`src/hw/ttb_pkg.sv`:
```
package ttb_pkg;
  // processor bus map, byte addresses
  localparam logic [15:0] TTB_CTRL_ADDR = 16'hdf42;
  localparam logic [15:0] TTB_RUN_ADDR = 16'hdf43;
  localparam logic [15:0] TTB_FLAG_ADDR = 16'hdf48;
  localparam logic [15:0] TTB_IEN_ADDR = 16'hdf49;
  // timer n low byte at base + 2n, high byte at base + 2n + 1
  localparam logic [11:0] TTB_CNT_BASE_HI = 12'h0df5;
  // reset values
  localparam logic [7:0] TTB_CTRL_RST = 8'h00;
  localparam logic [7:0] TTB_RUN_RST = 8'h00;
  localparam logic [7:0] TTB_FLAG_RST = 8'h00;
  localparam logic [7:0] TTB_IEN_RST = 8'h00;
  localparam logic [7:0] TTB_CNT_RST = 8'h00;
  // timer_control field positions
  localparam int TTB_CTRL_T4_EXT = 0;
  localparam int TTB_CTRL_T4_OUT = 1;
  localparam int TTB_CTRL_EDGE_LO = 2;
  localparam int TTB_CTRL_UART_LO = 4;
  // timer numbers with special roles
  localparam int TTB_WDOG = 0;
  localparam int TTB_BAUD_A = 3;
  localparam int TTB_BAUD_B = 4;
  // clock rates
  localparam int TTB_SYS_CLK_HZ = 20000000;
  localparam int TTB_SLOW_CLK_HZ = 32768;
  localparam int TTB_SLOW_DIV = TTB_SYS_CLK_HZ / TTB_SLOW_CLK_HZ;
  localparam logic [9:0] TTB_SLOW_LAST = 10'(TTB_SLOW_DIV - 1);
  localparam logic [3:0] TTB_PRESCALE_LAST = 4'hf;
  // watchdog restart pulse, in slow clock cycles
  localparam logic [1:0] TTB_WD_PULSE_TICKS = 2'h2;
  typedef enum logic [1:0] {
    TTB_WD_IDLE = 2'b01,
    TTB_WD_HOLD = 2'b10
  } ttb_wd_e;
endpackage : ttb_pkg

```
`src/hw/ttb_timer_bank.sv`:
```
// Contract
// - eight 16-bit timers, each with interrupt
// - enabled timer decrements low byte per tick
// - low byte write updates latch only
// - byte reads return running counters
// - low byte at zero decrements high byte
// - timeout sets flag, enabled flag interrupts
// - timeout reloads both counters from latches
// - watchdog timeout pulls reset low two ticks
// - high byte write loads latch and counters in the same cycle
// - watchdog idle until run bit rises
// - watchdog reloads on rise, ignores fall
// - per-timer clock sources fixed by number, except timer 4
// - control bit picks timer 4 clock
// - control bit enables timer 4 output
// - two bits pick pulse pin edges
// - per-UART bit picks timer 3 or 4
// - run-enable register, bit per timer
// - writing one clears a flag once
// - flag interrupts only while enabled
`timescale 1ns/1ps
`default_nettype none
module ttb_timer_bank
  import ttb_pkg::*;
(
  input wire logic sys_clk,
  input wire logic rst_b,
  input wire logic [15:0] bus_addr,
  input wire logic bus_wr,
  input wire logic bus_rd,
  input wire logic [7:0] bus_wdata,
  output logic [7:0] bus_rdata,
  input wire logic timer4_ext_clock_pin,
  input wire logic pulse_measure_pin,
  output logic timer4_output_pin,
  output logic timer4_output_oe,
  output logic chip_reset_pin_o,
  output logic chip_reset_pin_oe,
  output logic [7:0] timer_irq,
  output logic timer_irq_any,
  output logic [3:0] uart_baud_tick,
  output logic pulse_edge_event
);
  logic [7:0] timer_control_q, timer_run_enables_q;
  logic [7:0] timer_interrupt_flags_q, timer_interrupt_enables_q;
  logic [7:0] rdata_q;
  logic [9:0] slow_cnt_q;
  logic [3:0] prescale_q;
  logic wd_run_prev_q;
  logic t4_out_q;
  logic edge_event_q;
  ttb_wd_e wd_state_q, wd_state_d;
  logic [1:0] wd_ticks_q;

  // register decode
  wire sel_ctrl = (bus_addr == TTB_CTRL_ADDR);
  wire sel_run = (bus_addr == TTB_RUN_ADDR);
  wire sel_flag = (bus_addr == TTB_FLAG_ADDR);
  wire sel_ien = (bus_addr == TTB_IEN_ADDR);
  wire sel_cnt = (bus_addr[15:4] == TTB_CNT_BASE_HI);
  wire [2:0] cnt_idx = bus_addr[3:1];
  wire cnt_hi_sel = bus_addr[0];
  wire wr_ctrl = bus_wr & sel_ctrl;
  wire wr_run = bus_wr & sel_run;
  wire wr_flag = bus_wr & sel_flag;
  wire wr_ien = bus_wr & sel_ien;
  wire wr_cnt = bus_wr & sel_cnt;

  // clock enables: fast clock is the system clock itself
  wire fast_tick = 1'b1;
  wire slow_tick = (slow_cnt_q == TTB_SLOW_LAST);
  wire pre16_tick = (prescale_q == TTB_PRESCALE_LAST);
  always_ff @(posedge sys_clk or negedge rst_b) begin
    if (!rst_b) begin
      slow_cnt_q <= 10'h000;
      prescale_q <= 4'h0;
    end else begin
      slow_cnt_q <= slow_tick ? 10'h000 : slow_cnt_q + 10'h001;
      prescale_q <= prescale_q + 4'h1;
    end
  end

  // external pins
  logic ext_fall;
  logic pm_rise, pm_fall;
  ttb_pin_sync u_ext_sync (
    .sys_clk(sys_clk),
    .rst_b(rst_b),
    .pin(timer4_ext_clock_pin),
    .level(),
    .rise(),
    .fall(ext_fall)
  );
  ttb_pin_sync u_pm_sync (
    .sys_clk(sys_clk),
    .rst_b(rst_b),
    .pin(pulse_measure_pin),
    .level(),
    .rise(pm_rise),
    .fall(pm_fall)
  );
  // timer 4 counts falling edges of the pin when selected
  wire t4_ext = timer_control_q[TTB_CTRL_T4_EXT];
  wire t4_tick = t4_ext ? ext_fall : fast_tick;
  wire [7:0] tmr_tick;
  assign tmr_tick = {fast_tick, fast_tick, fast_tick, t4_tick,
                     fast_tick, pre16_tick, slow_tick, slow_tick};

  // watchdog reloads on every rise of its run bit
  wire wd_run_rise = timer_run_enables_q[TTB_WDOG] & ~wd_run_prev_q;

  logic [7:0] cnt_lo [8];
  logic [7:0] cnt_hi [8];
  logic [7:0] tmo;
  genvar n;
  generate
    for (n = 0; n < 8; n++) begin : g_tmr
      wire this_sel = wr_cnt & (cnt_idx == 3'(n));
      wire reload_n = (n == TTB_WDOG) ? wd_run_rise : 1'b0;
      ttb_timer u_tmr (
        .sys_clk(sys_clk),
        .rst_b(rst_b),
        .tick(tmr_tick[n]),
        .run(timer_run_enables_q[n]),
        .wr_lo(this_sel & ~cnt_hi_sel),
        .wr_hi(this_sel & cnt_hi_sel),
        .reload(reload_n),
        .wdata(bus_wdata),
        .cnt_lo(cnt_lo[n]),
        .cnt_hi(cnt_hi[n]),
        .timeout(tmo[n])
      );
    end
  endgenerate

  // control registers
  always_ff @(posedge sys_clk or negedge rst_b) begin
    if (!rst_b) begin
      timer_control_q <= TTB_CTRL_RST;
      timer_run_enables_q <= TTB_RUN_RST;
      timer_interrupt_enables_q <= TTB_IEN_RST;
      wd_run_prev_q <= 1'b0;
    end else begin
      if (wr_ctrl) begin
        timer_control_q <= bus_wdata;
      end
      if (wr_run) begin
        timer_run_enables_q <= bus_wdata;
      end
      if (wr_ien) begin
        timer_interrupt_enables_q <= bus_wdata;
      end
      wd_run_prev_q <= timer_run_enables_q[TTB_WDOG];
    end
  end

  // flags: a timeout in the same cycle as the clear wins
  wire [7:0] flag_clr = wr_flag ? bus_wdata : 8'h00;
  wire [7:0] flags_d = (timer_interrupt_flags_q & ~flag_clr) | tmo;
  always_ff @(posedge sys_clk or negedge rst_b) begin
    if (!rst_b) begin
      timer_interrupt_flags_q <= TTB_FLAG_RST;
    end else begin
      timer_interrupt_flags_q <= flags_d;
    end
  end
  assign timer_irq = timer_interrupt_flags_q & timer_interrupt_enables_q;
  assign timer_irq_any = |timer_irq;

  // read mux, answered one cycle after the strobe
  wire [7:0] cnt_rd = cnt_hi_sel ? cnt_hi[cnt_idx] : cnt_lo[cnt_idx];
  wire [7:0] rd_mux = sel_ctrl ? timer_control_q :
                      sel_run ? timer_run_enables_q :
                      sel_flag ? timer_interrupt_flags_q :
                      sel_ien ? timer_interrupt_enables_q :
                      sel_cnt ? cnt_rd : 8'h00;
  always_ff @(posedge sys_clk or negedge rst_b) begin
    if (!rst_b) begin
      rdata_q <= 8'h00;
    end else if (bus_rd) begin
      rdata_q <= rd_mux;
    end
  end
  assign bus_rdata = rdata_q;

  // timer 4 output toggles at each timeout, driven only when enabled
  always_ff @(posedge sys_clk or negedge rst_b) begin
    if (!rst_b) begin
      t4_out_q <= 1'b0;
    end else if (tmo[TTB_BAUD_B]) begin
      t4_out_q <= ~t4_out_q;
    end
  end
  assign timer4_output_pin = t4_out_q;
  assign timer4_output_oe = timer_control_q[TTB_CTRL_T4_OUT];

  // baud source per UART
  wire [3:0] uart_sel = timer_control_q[TTB_CTRL_UART_LO +: 4];
  assign uart_baud_tick = (uart_sel & {4{tmo[TTB_BAUD_B]}})
                        | (~uart_sel & {4{tmo[TTB_BAUD_A]}});

  // pulse pin edge select
  wire [1:0] edge_sel = timer_control_q[TTB_CTRL_EDGE_LO +: 2];
  wire edge_hit = (edge_sel[0] & pm_rise) | (edge_sel[1] & pm_fall);
  always_ff @(posedge sys_clk or negedge rst_b) begin
    if (!rst_b) begin
      edge_event_q <= 1'b0;
    end else begin
      edge_event_q <= edge_hit;
    end
  end
  assign pulse_edge_event = edge_event_q;

  // watchdog restart pulse, held low until the second slow tick in hold
  wire wd_done = slow_tick & (wd_ticks_q == TTB_WD_PULSE_TICKS - 2'h1);
  always_comb begin
    wd_state_d = wd_state_q;
    unique case (wd_state_q)
      TTB_WD_IDLE: begin
        if (tmo[TTB_WDOG]) begin
          wd_state_d = TTB_WD_HOLD;
        end
      end
      TTB_WD_HOLD: begin
        if (wd_done) begin
          wd_state_d = TTB_WD_IDLE;
        end
      end
      default: begin
        wd_state_d = TTB_WD_IDLE;
      end
    endcase
  end
  always_ff @(posedge sys_clk or negedge rst_b) begin
    if (!rst_b) begin
      wd_state_q <= TTB_WD_IDLE;
      wd_ticks_q <= 2'h0;
    end else begin
      wd_state_q <= wd_state_d;
      if (wd_state_q != TTB_WD_HOLD) begin
        wd_ticks_q <= 2'h0;
      end else if (slow_tick) begin
        wd_ticks_q <= wd_ticks_q + 2'h1;
      end
    end
  end
  // open drain: only ever pulls low
  assign chip_reset_pin_o = 1'b0;
  assign chip_reset_pin_oe = (wd_state_q == TTB_WD_HOLD);

  a_flag_on_timeout: assert property (
    @(posedge sys_clk) disable iff (!rst_b)
    (tmo != 8'h00) |=> ((timer_interrupt_flags_q & $past(tmo)) == $past(tmo)))
    else $error("timeout did not set its flag");
  a_flag_write_clear: assert property (
    @(posedge sys_clk) disable iff (!rst_b)
    (wr_flag && bus_wdata[2] && !tmo[2]) |=> !timer_interrupt_flags_q[2]
      ##1 (timer_interrupt_flags_q[2] == $past(tmo[2])))
    else $error("flag clear not a single pulse");
  a_flag_keep_zero: assert property (
    @(posedge sys_clk) disable iff (!rst_b)
    (wr_flag && !bus_wdata[2] && timer_interrupt_flags_q[2])
      |=> timer_interrupt_flags_q[2])
    else $error("writing zero cleared a flag");
  a_irq_masked: assert property (
    @(posedge sys_clk) disable iff (!rst_b)
    (timer_interrupt_enables_q == 8'h00) |-> !timer_irq_any)
    else $error("interrupt with all enables clear");
  a_wd_pull_low: assert property (
    @(posedge sys_clk) disable iff (!rst_b)
    (tmo[TTB_WDOG] && wd_state_q == TTB_WD_IDLE)
      |=> chip_reset_pin_oe [*2])
    else $error("watchdog timeout did not pull reset");
  a_wd_pulse_len: assert property (
    @(posedge sys_clk) disable iff (!rst_b)
    $fell(chip_reset_pin_oe) |-> ($past(wd_ticks_q) == 2'h1 && $past(slow_tick)))
    else $error("restart pulse not two slow ticks");
  a_t4_clock_sel: assert property (
    @(posedge sys_clk) disable iff (!rst_b)
    t4_ext |-> (tmr_tick[TTB_BAUD_B] == ext_fall))
    else $error("timer 4 not on pin clock");
  a_read_counter: assert property (
    @(posedge sys_clk) disable iff (!rst_b)
    (bus_rd && sel_cnt && !cnt_hi_sel && cnt_idx == 3'h5)
      |=> bus_rdata == $past(cnt_lo[5]))
    else $error("read did not return running counter");
  a_wd_rearm: assert property (
    @(posedge sys_clk) disable iff (!rst_b)
    $rose(timer_run_enables_q[TTB_WDOG]) |=>
      (cnt_lo[0] == g_tmr[0].u_tmr.lat_lo_q
       && cnt_hi[0] == g_tmr[0].u_tmr.lat_hi_q))
    else $error("watchdog run rise did not reload");
  a_reset_zero: assert property (
    @(posedge sys_clk)
    !rst_b |=> (!rst_b || timer_run_enables_q == 8'h00 || $past(wr_run)))
    else $error("run enables not zero after reset");

  c_any_timeout: cover property (@(posedge sys_clk) disable iff (!rst_b)
    tmo != 8'h00);
  c_wd_restart: cover property (@(posedge sys_clk) disable iff (!rst_b)
    $fell(chip_reset_pin_oe));
  c_flag_set_clr: cover property (@(posedge sys_clk) disable iff (!rst_b)
    (wr_flag && tmo != 8'h00));
endmodule : ttb_timer_bank
`default_nettype wire

```
`src/hw/ttb_pin_sync.sv`:
```
`timescale 1ns/1ps
`default_nettype none
module ttb_pin_sync
  import ttb_pkg::*;
(
  input wire logic sys_clk,
  input wire logic rst_b,
  input wire logic pin,
  output logic level,
  output logic rise,
  output logic fall
);
  logic s1_q, s2_q, s3_q, level_q;
  wire agree = (s2_q == s3_q);
  always_ff @(posedge sys_clk or negedge rst_b) begin
    if (!rst_b) begin
      s1_q <= 1'b0;
      s2_q <= 1'b0;
      s3_q <= 1'b0;
      level_q <= 1'b0;
    end else begin
      s1_q <= pin;
      s2_q <= s1_q;
      s3_q <= s2_q;
      if (agree) begin
        level_q <= s2_q;
      end
    end
  end
  // a change counts only once two stages agree, filtering one-cycle glitches
  assign level = level_q;
  assign rise = agree & s2_q & ~level_q;
  assign fall = agree & ~s2_q & level_q;
endmodule : ttb_pin_sync
`default_nettype wire

```
`src/hw/ttb_timer.sv`:
```
`timescale 1ns/1ps
`default_nettype none
module ttb_timer
  import ttb_pkg::*;
(
  input wire logic sys_clk,
  input wire logic rst_b,
  input wire logic tick,
  input wire logic run,
  input wire logic wr_lo,
  input wire logic wr_hi,
  input wire logic reload,
  input wire logic [7:0] wdata,
  output logic [7:0] cnt_lo,
  output logic [7:0] cnt_hi,
  output logic timeout
);
  logic [7:0] lat_lo_q, lat_hi_q, cnt_lo_q, cnt_hi_q;
  wire step = tick & run;
  wire at_zero = (cnt_lo_q == 8'h00) & (cnt_hi_q == 8'h00);
  wire expire = step & at_zero;
  // a high-byte write loads the counters from the new high latch
  wire [7:0] lat_hi_d = wr_hi ? wdata : lat_hi_q;
  wire [7:0] lat_lo_d = wr_lo ? wdata : lat_lo_q;
  wire load_all = wr_hi | reload | expire;
  always_ff @(posedge sys_clk or negedge rst_b) begin
    if (!rst_b) begin
      lat_lo_q <= TTB_CNT_RST;
      lat_hi_q <= TTB_CNT_RST;
    end else begin
      lat_lo_q <= lat_lo_d;
      lat_hi_q <= lat_hi_d;
    end
  end
  always_ff @(posedge sys_clk or negedge rst_b) begin
    if (!rst_b) begin
      cnt_lo_q <= TTB_CNT_RST;
      cnt_hi_q <= TTB_CNT_RST;
    end else if (load_all) begin
      cnt_lo_q <= lat_lo_d;
      cnt_hi_q <= lat_hi_d;
    end else if (step) begin
      cnt_lo_q <= cnt_lo_q - 8'h01;
      if (cnt_lo_q == 8'h00) begin
        cnt_hi_q <= cnt_hi_q - 8'h01;
      end
    end
  end
  assign cnt_lo = cnt_lo_q;
  assign cnt_hi = cnt_hi_q;
  assign timeout = expire;

  a_lo_write_only: assert property (
    @(posedge sys_clk) disable iff (!rst_b)
    (wr_lo && !load_all && !step) |=> ($stable(cnt_lo_q) && $stable(cnt_hi_q)))
    else $error("low byte write disturbed the counters");
  a_hi_write_load: assert property (
    @(posedge sys_clk) disable iff (!rst_b)
    wr_hi |=> (cnt_hi_q == $past(wdata) && cnt_lo_q == lat_lo_q))
    else $error("high byte write did not load counters");
  a_count_down: assert property (
    @(posedge sys_clk) disable iff (!rst_b)
    (step && !at_zero && !wr_hi && !reload)
      |=> cnt_lo_q == $past(cnt_lo_q) - 8'h01)
    else $error("low counter did not decrement");
  a_expire_reload: assert property (
    @(posedge sys_clk) disable iff (!rst_b)
    expire |=> (cnt_lo_q == lat_lo_q && cnt_hi_q == lat_hi_q))
    else $error("timeout did not reload from latches");
endmodule : ttb_timer
`default_nettype wire

```
`config.mk`:
```
export PLATFORM = sky130hd
export DESIGN_NAME = ttb_timer_bank
export DESIGN_NICKNAME = d
export VERILOG_FILES = /design/src/hw/ttb_pkg.sv /design/src/hw/ttb_timer_bank.sv /design/src/hw/ttb_pin_sync.sv /design/src/hw/ttb_timer.sv
export SDC_FILE = /design/constraint.sdc
export NUM_CORES = 1
export LEC_CHECK = 0
export BUFFER_PORTS_ARGS = -buffer_cell sky130_fd_sc_hd__buf_2
export CELL_PAD_IN_SITES_DETAIL_PLACEMENT = 0
export CELL_PAD_IN_SITES_GLOBAL_PLACEMENT = 1
export CORE_MARGIN = 8
export CORE_UTILIZATION = 52
export CTS_CLUSTER_DIAMETER = 60
export DETAILED_ROUTE_END_ITERATION = 10
export GPL_TIMING_DRIVEN = 0
export PLACE_DENSITY_LB_ADDON = 0.1
export SLEW_MARGIN = 5
export SYNTH_ARGS = -nofsm -noshare
export SYNTH_HDL_FRONTEND = slang
export SYNTH_HIERARCHICAL = 1
export SYNTH_SLANG_ARGS = --single-unit
```
`constraint.sdc`:
```
create_clock -name sys_clk -period 3.5 [get_ports sys_clk]
set_clock_uncertainty 0.2 [all_clocks]
set_input_delay 0.35 -clock sys_clk [delete_from_list [all_inputs] [get_ports sys_clk]]
set_output_delay 0.35 -clock sys_clk [all_outputs]
set_load 0.05 [all_outputs]
```
==> results of run 1 <==
==> cell usage in the layout, fill, tap and decap left out, types with 26 or more instances in the layout <==
master and count:
clkbuf_1 26, o21a_1 34, dfrtp_1 324, o32a_1 40
a211oi_1 47, nor3_1 54, buf_2 55, nand2_1 74
xor2_1 36, o21ai_0 43, clkbuf_8 29, inv_1 69
clkbuf_16 41, mux2_2 231, ha_1 31, conb_1 27
nor2_1 73, nor4_1 31
==> layout make-up <==
class / count / area [sq um] / area share [%]
Antenna cell: 1 / 2.50 / 0.0123
Buffer: 64 / 567 / 2.78
Clock buffer: 55 / 1130 / 5.54
Clock inverter: 16 / 163 / 0.799
Inverter: 69 / 259 / 1.27
Multi-Input combinational cell: 1105 / 9110 / 44.7
Sequential cell: 325 / 8130 / 40.0
Tap cell: 455 / 569 / 2.80
Timing Repair Buffer: 60 / 425 / 2.09
==> where the power goes <==
group	internal, mW	switching (mW)
Clock	2.47	1.60
Sequential	3.81	0.0917
Combinational	0.236	0.441
Total	6.52	2.13
==> worst max-delay path by stage <==
| stage | endpoint | slack, ps | cells past startpoint |
|---|---|---|---|
| 2_1_floorplan | g_tmr[0].u_tmr/cnt_lo[2]$_DFFE_PN0P_ | 390 | 12 |
| 3_3_place_gp | g_tmr[5].u_tmr/lat_hi_q[0]$_DFF_PN0_ | -4340 | 1 |
| 3_5_place_dp | g_tmr[1].u_tmr/cnt_lo[4]$_DFFE_PN0P_ | -660 | 12 |
| 4_1_cts | uart_baud_tick[0] | 0.1 | 10 |
| 5_1_grt | g_tmr[4].u_tmr/cnt_lo[6]$_DFFE_PN0P_ | 40 | 12 |
| 6_report | g_tmr[1].u_tmr/cnt_lo[4]$_DFFE_PN0P_ | 30 | 12 |
==> layer usage <==
metal	global-route usage [%]	share of wire [%]
met5	0	0.033
met4	8.09	3.0
met3	5.16	6.3
met2	36.9	44
met1	35.8	47
==> worst register-to-register path: stages (launching register included) <==
cell and delay [ps]:
dfrtp_1 410, or3_1 390, nor4_1 280, clkbuf_4 410, nand4bb_4 230, nor3_4 370, a31oi_1 330, clkbuf_8 290
mux2_2 280
==> what timing repair did <==
action                                  4_1_cts  5_1_grt
endpoints found under the setup margin       39        9
hold buffers                                  4        0
pin swaps                                     1        2
hold endpoints to repair                    224        0
gates resized for setup                      12        9
buffers inserted                              0        1
==> metrics by stage <==
stage	setup TNS, ps	cells
after floorplan	0	1563
after global placement	-1441670	2070
after detailed placement	-39510	2073
after CTS	0	2148
after global routing	0	2149
final	0	2150
==> flip-flops by register name (all words and copies together), names as in the netlist, 2 cells and up <==
| register | cells |
|---|---|
| bus_rdata | 8 |
| g_tmr.u_tmr/cnt_hi | 64 |
| g_tmr.u_tmr/cnt_lo | 64 |
| g_tmr.u_tmr/lat_hi_q | 64 |
| g_tmr.u_tmr/lat_lo_q | 64 |
| prescale_q | 4 |
| slow_cnt_q | 10 |
| timer_control_q | 8 |
| timer_interrupt_enables_q | 8 |
| timer_interrupt_flags_q | 8 |
| timer_run_enables_q | 8 |
| wd_state_q | 2 |
| wd_ticks_q | 2 |
==> results.md, run 1 <==
- The boundary pin count is between 50 and 60.
- The placed standard-cell area is ~0.019 sq mm.
- The leftover overflow at the end of global routing is 0.
- The signal on the critical path passes through buf_2 > clkbuf_1 > clkbuf_2 > nor2_1 > nand2_1 > nor2_1 > clkbuf_8 > or2_2 > clkbuf_8 > a31oi_1 > clkbuf_8 > mux2_2.
- The number of buffers on the longest clock path is 3.
- The critical path starts at bus_addr[3].
- The final design area excluding fillers is slightly above 0.02 sq mm.
- At the pin with the least slew margin, the transition time is 1130 ps.
- The clock period minus worst slack is between 3000 and 4000 ps.
- The floorplan has 68 rows.
- The combined area of all synthesized cells is ~0.018 sq mm.
- Along the worst path, the maximum fanout reaches 10.
- The last weighted congestion value of the routability-driven placer is between 0.8 and 0.9.
- The clock transition at the registers of the reported paths is 60 ps.
- The wire length of the first global-routing pass is 78,400 um.
- Entering global routing, the biggest net connects between 100 and 150 pins.
- The worst-skew pair later-pin latency is roughly 560 ps.
- The total routing resource utilization after global routing is between 20% and 30%.
- The final critical path takes up slightly below 100% of the cycle.
- TritonCTS built the clock tree.
- The H-tree was split into 2 levels.
- The first TritonRoute pass finished after 5 iterations.
- The CTS root buffer is clkbuf_16.
- The delay of the slowest critical-path stage is around 540 ps.
- The post-layout utilization of the core is approximately three fifths.
- Data arrives at the worst endpoint at 3710 ps.
- The final max-slew violation count is 0.
- For this run, the post-layout net count is between 1,500 and 2,000.
- The worst slew margin relative to its limit is 24.3%.
- Setup slack closes at ~28 ps.
- From synthesis to final layout, the design area changed by 13.5%.
- Buffers inserted during clock tree synthesis total 39.
- The worst supply voltage drop on vdd is roughly 0.40 mV.
- At the worst endpoint, the required time is between 3000 and 4000 ps.
- The min-delay analysis places its worst path in the category in2reg.
- The worst flop-to-flop path endpoint is g_tmr[1].u_tmr/cnt_lo[4]$_DFFE_PN0P_.
- The number of sinks driven by the clock tree is ~330.
- The die boundary width is 202 um.
- The worst hold path endpoint is bus_rdata[7]$_DFFE_PN0P_.
- The post-route DRC violation count is 0.
- In this run the critical register-to-register path is launched from slow_cnt_q[4]$_DFF_PN0_.
- The leakage power summed over all cells is between 9 and 10 nW.
- The sum of internal, switching and leakage power is about 8.7 mW.
- The cell depth of the worst hold path is 4.
- The floorplan step defined a die boundary enclosing roughly 0.041 sq mm.
- Across the run, the number of max-cap violations was 0.
- The number of fill cells in the layout is 2,927.
- In this run the standard cell core region covers approximately 0.034 sq mm.
- The via count of the first global-routing pass is approximately 13,000.
- The synthesized area per cell is 11.7 sq um.
- The initial antenna violation count is 2.
- Measured along the y axis, the die boundary spans 202 um.
- The Yosys step of the flow raised 6 warnings.
- The final hold violation count was 0.
- The cell count after synthesis came out at 1,538.
- For the worst flop-to-flop path, the logic depth is 8.
- The routed wire length is approximately 50,000 um.
- The starting density of the core is a little over half.
- On the critical path the largest part of the delay comes from buffers and inverters.
- The number of buffers and inverters on the critical path is 6.
- The highest clock rate is 288 MHz.
- The cell repeated most along the worst path is clkbuf_8.
- Detailed placement ended at an HPWL of between 30,000 and 40,000 um.
- For flop-to-flop paths, the worst setup slack is around 210 ps.
- The flow ran to the end, and the final reports show no timing, DRC or antenna violations.
- The worst setup path is of the in2reg kind.
- The proportion of layout cells with a drive suffix above 1 is between 20% and 30%.
- The average wire length per cell after detail routing is roughly 24 um.
- The setup slack at placement is -663 ps.
- Setup repair after global routing left no endpoint under its margin.
- The total setup violations reported at the end of the flow is 0.
- In the routed layout, each cell is associated on average with a via count of roughly 6.
- The worst setup path is captured at a flip-flop.
- Hold is met by a little over 60 ps.
- The cell with the largest stage delay on the worst path is a31oi_1.
- The count of buffers inserted at the top-level ports is 52.
- The power density of the placed cells is about 430 mW/mm^2.
- The antenna violation net count after detailed routing is 0.
- The via count is between 10,000 and 15,000.
- The count of routing violations after the opening detailed-route iteration is 1,026.
- The critical path launch point type is an input port.
- The launch instance of the worst min-delay path is bus_rd.
(Power assumes the default switching activity.)
==> run 2, diff against run 1 <==
- CORE_ASPECT_RATIO: not set -> 1.4
- CORE_MARGIN: 8 -> not set
==> results.md, run 2 (synthesis gave the netlist of run 1 again) <==
- The top fanout value on the critical path is 10 (unchanged).
- The kind of capture point of the worst setup path is an output port.
- The signal arrival time at the worst endpoint came to 2840 ps (-870 ps).
- The detailed placer's ending HPWL is 36,500 um (+4.0%).
- The number of violations of the max-capacitance limit was 0 (unchanged).
- The relative area change from synthesis to final layout is 12.3%.
- Clock tree synthesis selected as its root buffer the cell clkbuf_16.
- The cell with the largest stage delay on the worst path is or3_4.
- The proportion of layout cells with a drive suffix above 1 was 29.0% (-0.41 points).
- The number of buffers added by the clock tree synthesis step is 35 (-10%).
- The delay of the slowest critical-path stage was 420 ps (-120 ps).
- The number of sinks driven by the clock tree is 325 (unchanged).
- The flow ran to the end, and the final reports show no timing, DRC or antenna violations.
- The TritonCTS clock tree is yes.
- The worst slew margin relative to its limit is 31.1% (+6.8 points).
- The number of fill cells in the layout came to 2,876 (-1.7%).
- The leftover overflow at the end of global routing is 0 (unchanged).
- The first-pass iteration count of the detailed router is 5 (unchanged).
- The last weighted congestion value of the routability-driven placer is 0.965 (+7.4%).
- The critical path launch point type is a flip-flop.
- The signal on the critical path passes through inv_1 > ha_1 > and2_1 > nand2b_2 > nand4bb_4 > or3_4 > buf_6 > nor2_4 > mux2_2 > buf_4.
- The pin count of the biggest net entering global routing is 112 (-3.4%).
- The final period utilization was 96.8% (-2.3 points).
- The via count of the first global-routing pass was 13,400 (+4.7%).
- The path class of the tightest hold or removal check is in2reg.
- The measured slew at the worst slew-check pin is 1010 ps (-125 ps).
- The clock period minus worst slack came to 3390 ps (-82.1 ps).
- The final net count is 1,718 (-0.41%).
- The count of buffers inserted at the top-level ports is 52 (unchanged).
- The overall die area was 0.0352 sq mm (-13%).
- The buffer and inverter count on the worst path was 3 (-3).
- The die extent in y came to 222 um (+9.9%).
- The leakage power summed over all cells is 9.50 nW (-1.2%).
- The antenna violation net count after detailed routing came to 0 (unchanged).
- The total routing resource utilization after global routing was 29.8% (+4.9 points).
- The total setup violations reported at the end of the flow is 0 (unchanged).
- The average wire length per cell after detail routing is 24.3 um (+2.8%).
- The initial antenna violation count is 2 (unchanged).
- The kind of critical path is reg2out.
- The boundary pin count is 56 (unchanged).
- The power density of the placed cells was 413 mW/mm^2 (-2.8%).
- The routed wire length came to 51,700 um (+1.9%).
- The number of buffers on the longest clock path was 3 (unchanged).
- The count of routing violations after the opening detailed-route iteration is 933 (-9.1%).
- The final hold violation count is 0 (unchanged).
- The placed standard-cell area is 0.0189 sq mm (-0.17%).
- The worst-skew pair later-pin latency was 530 ps (-30 ps).
- The total inserted antenna cells is 0 (-1).
- The final design area excluding fillers is 0.0201 sq mm (-1.1%).
- The number of rows in the core area came to 80 (+18%).
- The starting density of the core is 52.7% (+0.39 points).
- Setup repair after global routing left no endpoint under its margin.
- The highest clock rate is 295 MHz (+2.4%).
- The minimum hold slack is 131 ps (+68.8 ps).
- The number of levels the H-tree was split into is 2 (unchanged).
- Leaving out fill and tap cells, the most frequent cells in the layout are 324 x dfrtp_1, 235 x mux2_2, 74 x nand2_1.
- The final max-slew violation count is 0 (unchanged).
- The via count is 13,200 (+1.6%).
- The cell type group with the largest total delay on the critical path is simple AND/OR/NAND/NOR gates.
- The core region area was 0.0340 sq mm (-0.74%).
- The most common library cell in the layout ignoring fill and taps is dfrtp_1.
- The die boundary width came to 159 um (-21%).
- The clock transition at the registers of the reported paths is 70 ps (about the same).
- The wire length of the first global-routing pass is 79,900 um (+1.9%).
- The worst supply voltage drop on vdd was 0.406 mV (+1.6%).
- The post-detailed-route via-to-cell ratio is 6.18 (+2.5%).
- The post-route DRC violation count is 0 (unchanged).
- The worst path required time was 2950 ps (-790 ps).
run 2: changes by cell type in the layout (fill, tap and decap cells not counted), moves of 4 or more:
cell and delta:
clkinv_2 -6, buf_4 +5, buf_6 -4, clkbuf_16 -4, mux2_2 +4, mux2_4 -4
run 2: timing repair:
item | in CTS | in global routing
resized for setup | 11 | 5
pin swaps | 1 | 2
endpoints found under the hold margin | 111 | 0
setup endpoints to repair | 41 | 32
hold buffers | 3 | 0
setup buffers | 1 | 0
run 2: layout make-up:
type                    count  area [sq um]  area share, %
multi-input cells        1105          9100           45.2
flip-flops and latches    325          8130           40.4
clock buffers              49          1000           4.97
well taps                 451           564           2.80
plain buffers              63           563           2.80
repair buffers             58           373           1.85
inverters                  69           259           1.29
clock inverters            11           139          0.690
run 2: stage by stage:
stage / setup slack, ps / total power, mW / util (%) / setup TNS [ps] / instances
floorplan: 391 / 4.32 / - / 0 / 1563
global placement: -4420 / 4.61 / 55.4 / -1448490 / 2066
detailed placement: -664 / 4.63 / 55.6 / -26440 / 2068
CTS: 2.60 / 8.41 / 59.2 / 0 / 2132
global route: 5.55 / 8.60 / 59.2 / 0 / 2131
finish: 110 / 8.32 / 59.2 / 0 / 2131
run 2: where the power goes:
| part | total, mW | switching, mW | internal [mW] | leakage [nW] |
|---|---|---|---|---|
| clock network | 3.75 | 1.53 | 2.22 | 0.555 |
| registers | 3.91 | 0.0950 | 3.81 | 4.41 |
| logic | 0.663 | 0.431 | 0.232 | 4.53 |
run 2: final timing paths:
check | startpoint | endpoint | slack [ps] | cells after the start
worst max-delay path | u_ext_sync/s2_q$_DFF_PN0_ | uart_baud_tick[0] | 110 | 10
worst min-delay path | bus_rd | bus_rdata[2]$_DFFE_PN0P_ | 130 | 4
worst max register to register | slow_cnt_q[1]$_DFF_PN0_ | wd_state_q[0]$_DFFE_PN1P_ | 290 | 12
worst min register to register | u_pm_sync/s1_q$_DFF_PN0_ | u_pm_sync/s2_q$_DFF_PN0_ | 150 | 0
max in group asynchronous | rst_b | g_tmr[2].u_tmr/cnt_hi[2]$_DFFE_PN0P_ | 1290 | 4
min in group asynchronous | rst_b | slow_cnt_q[3]$_DFF_PN0_ | 270 | 2
run 2: tightest hold or removal path, cell delays in order:
cell and delay, ps:
buf_2 130, or2_2 120, o221ai_1 90, nor2_1 120
run 2: per-layer routing:
metal	wire length (um)	global-route usage, %	up-vias
met1	20500	36.0	6765
li1	-	-	5948
met2	26800	53.1	346
met4	2060	12.4	2
met3	2320	4.17	108
met5	17	0	-
==> run 3, diff against run 2 <==
- GPL_TIMING_DRIVEN: 0 -> not set
==> results.md, run 3 (synthesis gave the netlist of run 1 again) <==
- The flow ran to the end, and the final reports show no timing, DRC or antenna violations.
- The total inserted antenna cells is 0 (unchanged).
- The initial antenna violation count came to 2 (unchanged).
- The antenna violation net count after detailed routing came to 0 (unchanged).
- The critical path in this run is classified as reg2out.
- The worst-skew pair later-pin latency is 550 ps (+20 ps).
- The measured slew at the worst slew-check pin is 1040 ps (+31.6 ps).
- The worst slew margin relative to its limit is 30.5% (-0.55 points).
- The starting density of the core is 52.7% (unchanged).
- The buffer and inverter count on the worst path is 3 (unchanged).
- The number of violations of the max-capacitance limit was 0 (unchanged).
- The worst setup path is launched from a flip-flop.
- TritonCTS built the clock tree.
- The overall die area came to 0.0352 sq mm (unchanged).
- The min-delay analysis places its worst path in the category in2reg.
- The power density of the placed cells is 411 mW/mm^2 (-0.59%).
- The worst supply voltage drop on vdd was 0.380 mV (-6.5%).
- The first-pass iteration count of the detailed router was 5 (unchanged).
- The die boundary width is 159 um (unchanged).
- The total routing resource utilization after global routing is 29.9% (+0.11 points).
- The core region area is 0.0340 sq mm (unchanged).
- The total setup violations reported at the end of the flow came to 0 (unchanged).
- The buffer count from post-CTS setup fixing was 0 (-1).
- The wire length of the first global-routing pass is 80,100 um (+0.28%).
- The area of combinational cells with multiple inputs was 0.00909 sq mm (-0.18%).
- The number of buffers added by the clock tree synthesis step is 35 (unchanged).
- The die extent in y is 222 um (unchanged).
- The clock transition at the registers of the reported paths came to 60 ps (about the same).
- The top fanout value on the critical path came to 13 (+3).
- The final design area excluding fillers is 0.0199 sq mm (-1.2%).
- The most common library cell in the layout ignoring fill and taps is dfrtp_1.
- The routed wire length is 51,800 um (+0.15%).
- Walking the worst path, the cells encountered are inv_1 > ha_1 > or2b_2 > or3_4 > nor2_1 > buf_4 > mux2_2 > buf_2.
- The sequential cell area in the final layout is 0.00813 sq mm (unchanged).
- The count of buffers inserted at the top-level ports is 54 (+3.8%).
- The final net count is 1,710 (-0.47%).
- Relative to the synthesized area, the layout overhead comes to 10.9%.
- The leakage power summed over all cells is 9.45 nW (-0.45%).
- The last weighted congestion value of the routability-driven placer was 0.932 (-3.5%).
- The leftover overflow at the end of global routing came to 0 (unchanged).
- The number of levels the H-tree was split into came to 2 (unchanged).
- The number of sinks driven by the clock tree was 325 (unchanged).
- The count of routing violations after the opening detailed-route iteration is 932 (-0.11%).
- The minimum hold slack is 83.8 ps (-46.8 ps).
- The final hold violation count is 0 (unchanged).
- The placed standard-cell area is 0.0188 sq mm (-0.75%).
- The detailed placer's ending HPWL is 36,200 um (-0.82%).
- Setup repair after global routing left no endpoint under its margin.
- The delay of the slowest critical-path stage came to 480 ps (+60 ps).
- The average wire length per cell after detail routing is 24.4 um (+0.48%).
- The proportion of layout cells with a drive suffix above 1 is 29.7% (+0.66 points).
- The final period utilization is 97.0% (+0.11 points).
- The final max-slew violation count came to 0 (unchanged).
- The number of rows in the core area was 80 (unchanged).
- The signal arrival time at the worst endpoint is 2840 ps (about the same).
- The post-detailed-route via-to-cell ratio is 6.19 (+0.17%).
- The boundary pin count is 56 (unchanged).
- The via count of the first global-routing pass is 13,400 (-0.51%).
- Grouping stages by cell kind, the critical path spends the most delay in simple AND/OR/NAND/NOR gates.
- On the critical path, the stage with the largest delay is an instance of or3_4.
- The worst path required time is 2950 ps (about the same).
- The sum of negative setup slack is 0 ps (unchanged).
- The clock period minus worst slack was 3390 ps (+3.84 ps).
- The highest clock rate came to 295 MHz (-0.11%).
- The pin count of the biggest net entering global routing is 95 (-15%).
- The number of buffers on the longest clock path is 3 (unchanged).
- The post-route DRC violation count is 0 (unchanged).
- The via count is 13,100 (-0.16%).
- The number of fill cells in the layout is 2,899 (+0.80%).
- The kind of capture point of the worst setup path is an output port.
- Clock tree synthesis selected as its root buffer the cell clkbuf_16.
- Leaving out fill and tap cells, the most frequent cells in the layout are 324 x dfrtp_1, 235 x mux2_2, 74 x nor2_1, 74 x nand2_1, 69 x inv_1.
-- run 3: path summary, 6_finish.rpt --
path | startpoint | slack [ps] | to | depth (start not counted)
max | g_tmr[3].u_tmr/cnt_lo[1]$_DFFE_PN0P_ | 110 | uart_baud_tick[2] | 8
min | bus_rd | 80 | bus_rdata[6]$_DFFE_PN0P_ | 3
max reg2reg | slow_cnt_q[4]$_DFF_PN0_ | 510 | g_tmr[1].u_tmr/cnt_lo[1]$_DFFE_PN0P_ | 8
min reg2reg | u_pm_sync/s1_q$_DFF_PN0_ | 150 | u_pm_sync/s2_q$_DFF_PN0_ | 0
max in group asynchronous | rst_b | 1900 | g_tmr[0].u_tmr/lat_hi_q[7]$_DFF_PN0_ | 3
min in group asynchronous | rst_b | 230 | wd_ticks_q[1]$_DFFE_PN0P_ | 2
-- run 3: final cells by class --
type                    count  area share [%]
inverters                  69            1.30
clock inverters            12           0.509
repair buffers            113            3.89
multi-input cells        1105            45.7
flip-flops and latches    325            40.9
clock buffers              49            4.92
well taps                 451            2.84
-- run 3: timing repair --
item                       4_1_cts  5_1_grt
cloned                           0        0
hold endpoints to repair        90        0
gates resized for setup          1        3
pin swaps                        0        1
setup endpoints to repair        4        4
hold buffers                     3        0
-- run 3: per-layer routing --
| metal | share of wire [%] | global-route usage (%) |
|---|---|---|
| met4 | 4.7 | 14.5 |
| met1 | 40 | 36.7 |
| met2 | 51 | 52.0 |
| met5 | 0.033 | 0 |
| met3 | 4.5 | 3.78 |
-- run 3: worst reg2reg max path: cells and delay by family, from the launching register on --
| family | cells | cell delay (ps) |
|---|---|---|
| AND/OR/NAND/NOR | 4 | 1130 |
| buffers and inverters | 2 | 590 |
| flip-flops | 1 | 420 |
| multiplexers | 1 | 290 |
| AO/OA/AOI/OAI | 1 | 270 |
-- run 3: stage by stage --
stage / total power [mW] / cells / util [%] / worst slack, ps
final: 8.17 / 2124 / 58.5 / 106
after CTS: 8.24 / 2124 / 58.4 / 20.4
after floorplan: 4.32 / 1563 / - / 391
after detailed placement: 4.62 / 2060 / 55.2 / 404
after global routing: 8.42 / 2124 / 58.5 / 14.2
after global placement: 4.61 / 2060 / 55.2 / 411
-- run 3: power by group --
group | leakage (nW) | internal (mW) | switching, mW
clock | 0.529 | 2.04 | 1.58
sequential | 4.41 | 3.81 | 0.0915
combinational | 4.51 | 0.226 | 0.432
total | 9.45 | 6.07 | 2.10
